===== src/rtl/indicator_pkg.sv =====
package indicator_pkg;

  // Management register addresses, five bits wide as on the management frame.
  localparam logic [4:0] INDICATOR_CONTROL_ADDR = 5'h18;
  localparam logic [4:0] PHY_CONTROL_ADDR       = 5'h19;

  // Field positions in the indicator control register.
  localparam int ACT_RX_ONLY_BIT  = 8;
  localparam int FLASH_RATE_HI    = 7;
  localparam int FLASH_RATE_LO    = 6;
  localparam int OVR_ENABLE_HI    = 5;
  localparam int OVR_ENABLE_LO    = 3;
  localparam int OVR_VALUE_HI     = 2;
  localparam int OVR_VALUE_LO     = 0;

  // Field positions in the PHY control register.
  localparam int MODE_SELECT_HI   = 6;
  localparam int MODE_SELECT_LO   = 5;

  // Reset values of the software fields.
  localparam logic       ACT_RX_ONLY_RESET = 1'b0;
  localparam logic [1:0] FLASH_RATE_RESET  = 2'h0;
  localparam logic [2:0] OVR_ENABLE_RESET  = 3'h0;
  localparam logic [2:0] OVR_VALUE_RESET   = 3'h0;
  localparam logic       MODE_HIGH_RESET   = 1'b0;

  // Indicator index within the three-pin group.
  localparam int LINK_IDX = 0;
  localparam int RATE_IDX = 1;
  localparam int ACT_IDX  = 2;

  // Consecutive normal link pulses needed to bring a 10 Mb/s link up.
  localparam logic [2:0] NLP_LINK_COUNT = 3'h7;

  // Cycles after reset release before straps are taken, covering the synchroniser.
  localparam logic [1:0] STRAP_SETTLE_CYCLES = 2'h3;

  // Clock and link-loss timing.
  localparam int CLK_PERIOD_NS       = 4;
  localparam int LINK_LOSS_NS        = 50000000;
  localparam int LINK_LOSS_CYCLES    = LINK_LOSS_NS / CLK_PERIOD_NS;
  localparam int LOSS_CNT_WIDTH      = 24;

  // Free-running flash divider and the tap used for each rate code.
  localparam int DIV_WIDTH           = 26;
  localparam int FLASH_TAP_0         = 25;
  localparam int FLASH_TAP_1         = 24;
  localparam int FLASH_TAP_2         = 23;
  localparam int FLASH_TAP_3         = 22;

  // Decoded indicator mode.
  typedef enum logic [1:0] {
    MODE_ACTIVITY,
    MODE_COLLISION,
    MODE_DUPLEX
  } indicator_mode_t;

  // Control sequence: straps first, then normal driving.
  typedef enum logic [0:0] {
    ST_STRAP,
    ST_RUN
  } ctrl_state_t;

endpackage : indicator_pkg


===== src/rtl/port_led_indicator_control.sv =====
`timescale 1ns/1ps
module port_led_indicator_control
  import indicator_pkg::*;
#(
  parameter int LOSS_CYCLES = LINK_LOSS_CYCLES
)
(
  // Clock, reset and clock enable.
  input  wire logic        core_clk,
  input  wire logic        rst_n,
  input  wire logic        clk_en,
  // Management register port.
  input  wire logic [4:0]  reg_addr,
  input  wire logic [15:0] reg_wdata,
  input  wire logic        reg_wr,
  input  wire logic        reg_rd,
  output logic      [15:0] reg_rdata,
  // Port status from the PHY core.
  input  wire logic        nlp_seen,
  input  wire logic        nlp_bad,
  input  wire logic        packet_10_ok,
  input  wire logic        signal_detect_100,
  input  wire logic        speed_100,
  input  wire logic        duplex_full,
  input  wire logic        tx_active,
  input  wire logic        rx_active,
  input  wire logic        mii_collision,
  // Carrier-sense pin strap.
  input  wire logic        port_carrier_strap_pin,
  // Indicator pins, shared with auto-negotiation straps.
  input  wire logic        link_indicator_pin_i,
  output logic             link_indicator_pin_o,
  output logic             link_indicator_pin_oe,
  input  wire logic        rate_indicator_pin_i,
  output logic             rate_indicator_pin_o,
  output logic             rate_indicator_pin_oe,
  input  wire logic        activity_collision_indicator_pin_i,
  output logic             activity_collision_indicator_pin_o,
  output logic             activity_collision_indicator_pin_oe,
  // 10 Mb/s link state for other logic.
  output logic             link_up
);

  // Map the two select bits to a mode; the low bit dominates.
  function automatic indicator_mode_t decode_mode(input logic [1:0] sel);
    if (sel[0])
      decode_mode = MODE_ACTIVITY;
    else if (sel[1])
      decode_mode = MODE_DUPLEX;
    else
      decode_mode = MODE_COLLISION;
  endfunction : decode_mode

  // Pick the divider tap that sets the flash period for a rate code.
  function automatic logic flash_phase(input logic [DIV_WIDTH-1:0] div,
                                       input logic [1:0]           rate);
    case (rate)
      2'h0:    flash_phase = div[FLASH_TAP_0];
      2'h1:    flash_phase = div[FLASH_TAP_1];
      2'h2:    flash_phase = div[FLASH_TAP_2];
      default: flash_phase = div[FLASH_TAP_3];
    endcase
  endfunction : flash_phase

  // The whole state of the block.
  typedef struct packed {
    ctrl_state_t               state;        // Strap phase or running.
    logic [1:0]                settle;       // Cycles spent waiting for straps.
    logic [2:0]                pin_meta;     // First synchroniser stage, pins.
    logic [2:0]                pin_sync;     // Second synchroniser stage, pins.
    logic                      cs_meta;      // First synchroniser stage, strap.
    logic                      cs_sync;      // Second synchroniser stage, strap.
    logic [2:0]                polarity;     // One means active-low pin.
    logic [1:0]                mode_sel;     // Indicator mode select.
    logic                      act_rx_only;  // Activity for the link-pin flash counts receive only.
    logic [1:0]                flash_rate;   // Flash rate select.
    logic [2:0]                ovr_en;       // Per-pin override enable.
    logic [2:0]                ovr_val;      // Per-pin forced value.
    logic [2:0]                nlp_cnt;      // Consecutive good link pulses.
    logic                      link10;       // 10 Mb/s link state.
    logic [LOSS_CNT_WIDTH-1:0] loss_cnt;     // Link-loss timer.
    logic [DIV_WIDTH-1:0]      div;          // Free-running flash divider.
    logic [2:0]                pin_out;      // Registered pin levels.
    logic                      pin_oe;       // Registered pin enable.
    logic [15:0]               rdata;        // Registered read data.
  } led_state_t;

  led_state_t      st_reg;       // Current state.
  led_state_t      st_next;      // Next state.
  indicator_mode_t mode;         // Decoded mode.
  logic            activity;     // Activity under the chosen definition.
  logic            link_good;    // Link state at the current speed.
  logic            collision;    // Collision shown on the third pin.
  logic [2:0]      led_value;    // Logical indicator values, one means on.
  logic [2:0]      led_final;    // Values after override.
  logic [LOSS_CNT_WIDTH-1:0] loss_limit;  // Link-loss count at timer width.

  assign loss_limit = LOSS_CYCLES[LOSS_CNT_WIDTH-1:0];

  // Work out the next state and the indicator values.
  always_comb
  begin
    st_next = st_reg;
    mode    = decode_mode(st_reg.mode_sel);

    // Activity is transmit or receive unless receive-only is chosen.
    activity = st_reg.act_rx_only ? rx_active : (tx_active | rx_active);

    // At 100 Mb/s the link follows signal detect directly.
    link_good = speed_100 ? signal_detect_100 : st_reg.link10;

    // In half duplex the MII collision is what the pin shows; full duplex has none.
    collision = mii_collision & ~duplex_full;

    // Link pin: steady when select bit 0 is set (modes 1 and 3), flashing with activity in modes 0 and 2.
    if (mode == MODE_ACTIVITY)
    begin
      led_value[LINK_IDX] = link_good;
    end
    else
    begin
      led_value[LINK_IDX] = link_good &
        (~activity | flash_phase(st_reg.div, st_reg.flash_rate));
    end

    // Rate pin does not depend on the mode.
    led_value[RATE_IDX] = speed_100;

    // Third pin meaning depends on the mode.
    case (mode)
      MODE_ACTIVITY:  led_value[ACT_IDX] = tx_active | rx_active;
      MODE_COLLISION: led_value[ACT_IDX] = collision;
      MODE_DUPLEX:    led_value[ACT_IDX] = duplex_full;
      default:        led_value[ACT_IDX] = 1'b0;
    endcase

    // A forced value replaces the computed one before polarity.
    led_final = (st_reg.ovr_en & st_reg.ovr_val) | (~st_reg.ovr_en & led_value);

    // Synchronisers: the first stage feeds only the second.
    st_next.pin_meta = {activity_collision_indicator_pin_i, rate_indicator_pin_i,
                        link_indicator_pin_i};
    st_next.pin_sync = st_reg.pin_meta;
    st_next.cs_meta  = port_carrier_strap_pin;
    st_next.cs_sync  = st_reg.cs_meta;

    // Flash divider runs freely.
    st_next.div = st_reg.div + 1'b1;

    // The 10 Mb/s link comes up on seven good pulses or a good packet.
    if (nlp_bad)
    begin
      st_next.nlp_cnt = 3'h0;
    end
    else if (nlp_seen && st_reg.nlp_cnt != NLP_LINK_COUNT)
    begin
      st_next.nlp_cnt = st_reg.nlp_cnt + 3'h1;
    end
    if (packet_10_ok || (nlp_seen && !nlp_bad && st_reg.nlp_cnt == NLP_LINK_COUNT - 3'h1))
    begin
      st_next.link10 = 1'b1;
    end

    // Link-loss timer restarts on any link evidence; only its expiry drops the link.
    if (nlp_seen || packet_10_ok)
    begin
      st_next.loss_cnt = '0;
    end
    else if (st_reg.link10)
    begin
      if (st_reg.loss_cnt >= loss_limit - 1'b1)
      begin
        st_next.link10  = 1'b0;
        st_next.nlp_cnt = 3'h0;
        st_next.loss_cnt = '0;
      end
      else
      begin
        st_next.loss_cnt = st_reg.loss_cnt + 1'b1;
      end
    end

    // Straps are taken once the synchronisers hold post-reset pin levels.
    case (st_reg.state)
      ST_STRAP:
      begin
        st_next.pin_oe = 1'b0;
        if (st_reg.settle == STRAP_SETTLE_CYCLES)
        begin
          st_next.polarity    = st_reg.pin_sync;
          st_next.mode_sel[0] = st_reg.cs_sync;
          st_next.state       = ST_RUN;
          st_next.pin_oe      = 1'b1;
        end
        else
        begin
          st_next.settle = st_reg.settle + 2'h1;
        end
      end
      ST_RUN:
      begin
        // A strap read low gives an active-high pin, high gives active-low.
        st_next.pin_out = led_final ^ st_reg.polarity;
        st_next.pin_oe  = 1'b1;
      end
      default:
      begin
        st_next.state = ST_STRAP;
      end
    endcase

    // Register writes; a PHY control write during the strap phase is ignored.
    if (reg_wr)
    begin
      if (reg_addr == INDICATOR_CONTROL_ADDR)
      begin
        st_next.act_rx_only = reg_wdata[ACT_RX_ONLY_BIT];
        st_next.flash_rate  = reg_wdata[FLASH_RATE_HI:FLASH_RATE_LO];
        st_next.ovr_en      = reg_wdata[OVR_ENABLE_HI:OVR_ENABLE_LO];
        st_next.ovr_val     = reg_wdata[OVR_VALUE_HI:OVR_VALUE_LO];
      end
      else if (reg_addr == PHY_CONTROL_ADDR && st_reg.state == ST_RUN)
      begin
        st_next.mode_sel = reg_wdata[MODE_SELECT_HI:MODE_SELECT_LO];
      end
    end

    // Reads return stored settings, never the pin levels.
    if (reg_rd)
    begin
      st_next.rdata = 16'h0000;
      if (reg_addr == INDICATOR_CONTROL_ADDR)
      begin
        st_next.rdata[ACT_RX_ONLY_BIT]             = st_reg.act_rx_only;
        st_next.rdata[FLASH_RATE_HI:FLASH_RATE_LO] = st_reg.flash_rate;
        st_next.rdata[OVR_ENABLE_HI:OVR_ENABLE_LO] = st_reg.ovr_en;
        st_next.rdata[OVR_VALUE_HI:OVR_VALUE_LO]   = st_reg.ovr_val;
      end
      else if (reg_addr == PHY_CONTROL_ADDR)
      begin
        st_next.rdata[MODE_SELECT_HI:MODE_SELECT_LO] = st_reg.mode_sel;
      end
    end
  end

  // Register the state; the clock enable freezes everything but reset when low.
  always_ff @(posedge core_clk)
  begin
    if (!rst_n)
    begin
      st_reg             <= '0;
      st_reg.state       <= ST_STRAP;
      st_reg.act_rx_only <= ACT_RX_ONLY_RESET;
      st_reg.flash_rate  <= FLASH_RATE_RESET;
      st_reg.ovr_en      <= OVR_ENABLE_RESET;
      st_reg.ovr_val     <= OVR_VALUE_RESET;
      st_reg.mode_sel    <= {MODE_HIGH_RESET, 1'b0};
    end
    else if (clk_en)
    begin
      st_reg <= st_next;
    end
  end

  // Outputs straight from flip-flops.
  assign reg_rdata                           = st_reg.rdata;
  assign link_indicator_pin_o                = st_reg.pin_out[LINK_IDX];
  assign rate_indicator_pin_o                = st_reg.pin_out[RATE_IDX];
  assign activity_collision_indicator_pin_o  = st_reg.pin_out[ACT_IDX];
  assign link_indicator_pin_oe               = st_reg.pin_oe;
  assign rate_indicator_pin_oe               = st_reg.pin_oe;
  assign activity_collision_indicator_pin_oe = st_reg.pin_oe;
  assign link_up                             = st_reg.link10;

endmodule : port_led_indicator_control


===== config.mk =====
export PLATFORM = sky130hd
export DESIGN_NAME = port_led_indicator_control
export DESIGN_NICKNAME = d
export VERILOG_FILES = /design/src/rtl/indicator_pkg.sv /design/src/rtl/port_led_indicator_control.sv
export SDC_FILE = /design/constraint.sdc
export NUM_CORES = 1
export LEC_CHECK = 0
export BUFFER_PORTS_ARGS = -buffer_cell sky130_fd_sc_hd__buf_4
export CAP_MARGIN = 0
export CORE_MARGIN = 3
export CORE_UTILIZATION = 50
export CTS_CLUSTER_SIZE = 8
export DETAILED_ROUTE_END_ITERATION = 12
export PLACE_DENSITY = 0.82
export SETUP_SLACK_MARGIN = 0.3
export SLEW_MARGIN = 20
export SYNTH_ARGS = -nofsm -noshare
export SYNTH_HDL_FRONTEND = slang
export SYNTH_SLANG_ARGS = --single-unit

===== constraint.sdc =====
create_clock -name core_clk -period 1.73 [get_ports core_clk]
set_input_delay 0.173 -clock core_clk [delete_from_list [all_inputs] [get_ports core_clk]]
set_output_delay 0.173 -clock core_clk [all_outputs]
set_load 0.02 [all_outputs]

==> flow_metrics.py <==
metrics = {
    "global_routing": {
        "first_global_vias": 4005,
        "gr-total-overflow": 0,
        "grt_max_degree": 30,
        "grt.total_usage": 0.222,
        "antenna_found_initial": 0,
        "grt_pass1_wl_um": 18200,
    },
    "sta": {
        "setup_viol": 28,
        "rsz0062_at_grt": "true",
        "hold_viol_final": 0,
        "fin_crit_sh": 1.11,
        "tns_ns": -3.36,
        "fmax_mhz": 523,
        "finalHoldWorstSlack_ns": 0.0357,
        "fin_skew_ns": 0.0131,
        "slew_violations": 0,
        "setup_ws_ns": -0.183,
        "period_needed_ns": 1.91,
    },
    "drt": {
        "vias": 4015,
        "wirelength_um": 11500,
        "drt-initial-drc-count": 229,
        "drc": 0,
        "dr.pass1.iters": 4,
        "wl_per_cell_um": 16.4,
        "vias_per_cell": 5.74,
        "postRouteAntennaNets": 0,
    },
    "logic_synthesis": {
        "yosys.area.top_type": "dfxtp_1",
        "synth_cell_types": 65,
        "syn-instance-count": 485,
        "yosys_warnings": 0,
        "seq_area_frac_synth": 0.414,
        "ys.flop_type": "dfxtp_1",
        "synth_top_cell_area_share": 0.414,
        "async_flop_share": 0,
        "synth_area_per_cell_um2": 9.08,
        "synth-edff-count": 0,
        "ys_ff_latch": 91,
        "synth_area_um2": 4400,
        "synth.area.top_cells": "dfxtp_1, nor2_1, mux2i_1, xor2_1, xnor2_1",
    },
    "pwr": {
        "p_per_area_nw_per_um2": 654,
        "peakVddDrop_uv": 527,
        "finalPower_mw": 3.88,
        "p_leak_nw": 2.49,
    },
    "clock_network": {
        "path_clk_slew_ns": 0.11,
        "cts_made_buffers": 9,
        "cts-root-buf": "clkbuf_8",
        "clkSinkCount": 91,
        "clock_path_buffers": 2,
        "cts_tree": "done",
        "htreeDepth": 3,
        "clk-insertion-delay-late_ns": 0.37,
    },
    "critical_path": {
        "cp.arrival_ns": 2.22,
        "worst-path-max-fanout": 6,
        "crit_family": "compound AO/OA/AOI/OAI gates",
        "cp_slowest_cell": "o311ai_4",
        "cp.required_ns": 2.04,
        "path_cells": "ha_4, nand4_1, buf_4, a21oi_4, o311ai_4, nand2_2, o22ai_2, a32o_1",
        "critPathMaxStageDelay_ns": 0.42,
        "end_kind": "register",
        "critPathKind": "register to register",
        "path_buf_inv": 1,
        "startpoint_type": "register",
    },
    "finish": {
        "fin_area_um2": 5930,
        "diodes": 0,
        "nFillCells": 566,
        "drive_gt1_frac": 0.414,
        "seqCellArea_um2": 1870,
        "nets": 634,
        "layout.cells.non_filler": 699,
        "fin_util": 0.708,
        "multiInputGateArea_um2": 2760,
        "largest_reg_flops": 74,
        "syn2layout_area_growth_pct": 34.7,
    },
    "place": {
        "dp.cells": 661,
        "port_buffers": 47,
        "dpl_worst_slack_ns": -0.116,
        "gp_congestion": 0.862,
        "placed_cell_area_um2": 5190,
        "hpwl_um": 7290,
    },
    "worst_hold_path": {
        "min_path_type": "input port to register",
    },
    "floorplan": {
        "dieArea_um2": 9970,
        "initial_core_util": 0.525,
        "top_level_ports": 62,
        "die_w_um": 99.9,
        "core_area_um2": 8380,
        "fp.dieH_um": 99.9,
        "row_count": 33,
    },
    "outcome": {
        "violations": "negative setup slack",
        "status": "complete, but fails checks",
    },
    "flow_run": {
        "cap_violations": 0,
    },
}
-- layer usage --
metal  vias up  global-route usage  share of wire
met4         0              0.0704          0.022
met5         -                   0              0
met3        28              0.0563          0.046
met2       113               0.381           0.52
li1       1917                   -              -
met1      1957               0.274           0.42
-- where the power goes --
part           switching, mW  internal (mW)  total, mW
clock network          0.865          0.563       1.43
logic                  0.173          0.145      0.318
registers             0.0209           2.11       2.14
total                   1.06           2.82       3.88
-- synth_stat cells, types with 3 or more instances --
cell and instances:
dfxtp_1 91, nor2_1 77, nand2_1 31, mux2i_1 27, xor2_1 20, a21oi_1 19, buf_4 19, nand3_1 18
xnor2_1 18, nand4_1 12, nor3_1 11, inv_1 10, and3_1 9, and2_1 8, a22oi_1 7, clkbuf_1 7
a32o_1 6, buf_1 6, ha_1 6, nor2b_1 6, o21ai_0 6, or3_1 6, and4_1 4, nor4_2 4
a211oi_1 3, a31o_2 3, buf_2 3, o31ai_1 3
-- cell type report --
| type | count | area share |
|---|---|---|
| Clock buffer | 9 | 0.0209 |
| Clock inverter | 7 | 0.0112 |
| Inverter | 10 | 0.00633 |
| Multi-Input combinational cell | 355 | 0.466 |
| Sequential cell | 91 | 0.314 |
| Tap cell | 105 | 0.0221 |
| Timing Repair Buffer | 122 | 0.159 |
-- cell families (layout without fill, tap and decap cells) --
family                     count (synthesis)  count (layout)  share of synthesized area
AOI/OAI and AO/OA                         71              71                      0.129
xor gates and xnor gates                  38              38                     0.0756
adders and majority gates                  6               6                     0.0170
buffers and inverters                     45             148                     0.0554
DFF                                       91              91                      0.414
muxes                                     29              29                     0.0690
other                                      1               7                   0.000851
and+or+nand+nor                          204             204                      0.240
-- worst min-delay path, delay by kind of cell --
family / cells / cell delay, ns
mux: 1 / 0.05
simple gates: 1 / 0.08
buf+inv: 1 / 0.08
-- cell usage in the layout, fill, tap and decap left out, types with 9 or more instances in the layout --
cell	count
a21oi_1	12
buf_4	114
clkbuf_8	9
dfxtp_1	64
dfxtp_2	23
inv_1	9
mux2i_1	27
nand2_1	24
nand3_1	12
nand4_1	12
nor2_1	73
xnor2_1	14
xor2_1	20
-- worst paths after layout --
kind / start / end / slack (ns) / cells after the start
hold / removal: activity_collision_indicator_pin_i / st_next[92]$_SDFFE_PN0P_ / 0.04 / 3
setup reg to reg: st_reg[46]$_SDFFE_PN0P_ / st_reg[57]$_SDFFE_PN0P_ / -0.18 / 8
hold reg to reg: link_indicator_pin_o$_SDFFE_PN0P_ / link_indicator_pin_o$_SDFFE_PN0P_ / 0.48 / 2
setup / recovery: st_reg[46]$_SDFFE_PN0P_ / st_reg[57]$_SDFFE_PN0P_ / -0.18 / 8
-- what timing repair did --
| item | 4_1_cts | 5_1_grt |
|---|---|---|
| hold buffers | 0 | 0 |
| endpoints found under the setup margin | 43 | 46 |
| pin swaps | 24 | 26 |
| endpoints found under the hold margin | 0 | 0 |
| buffers inserted | 13 | 9 |
| resized for setup | 44 | 49 |
Note: power is estimated with default switching activity, not from simulation.
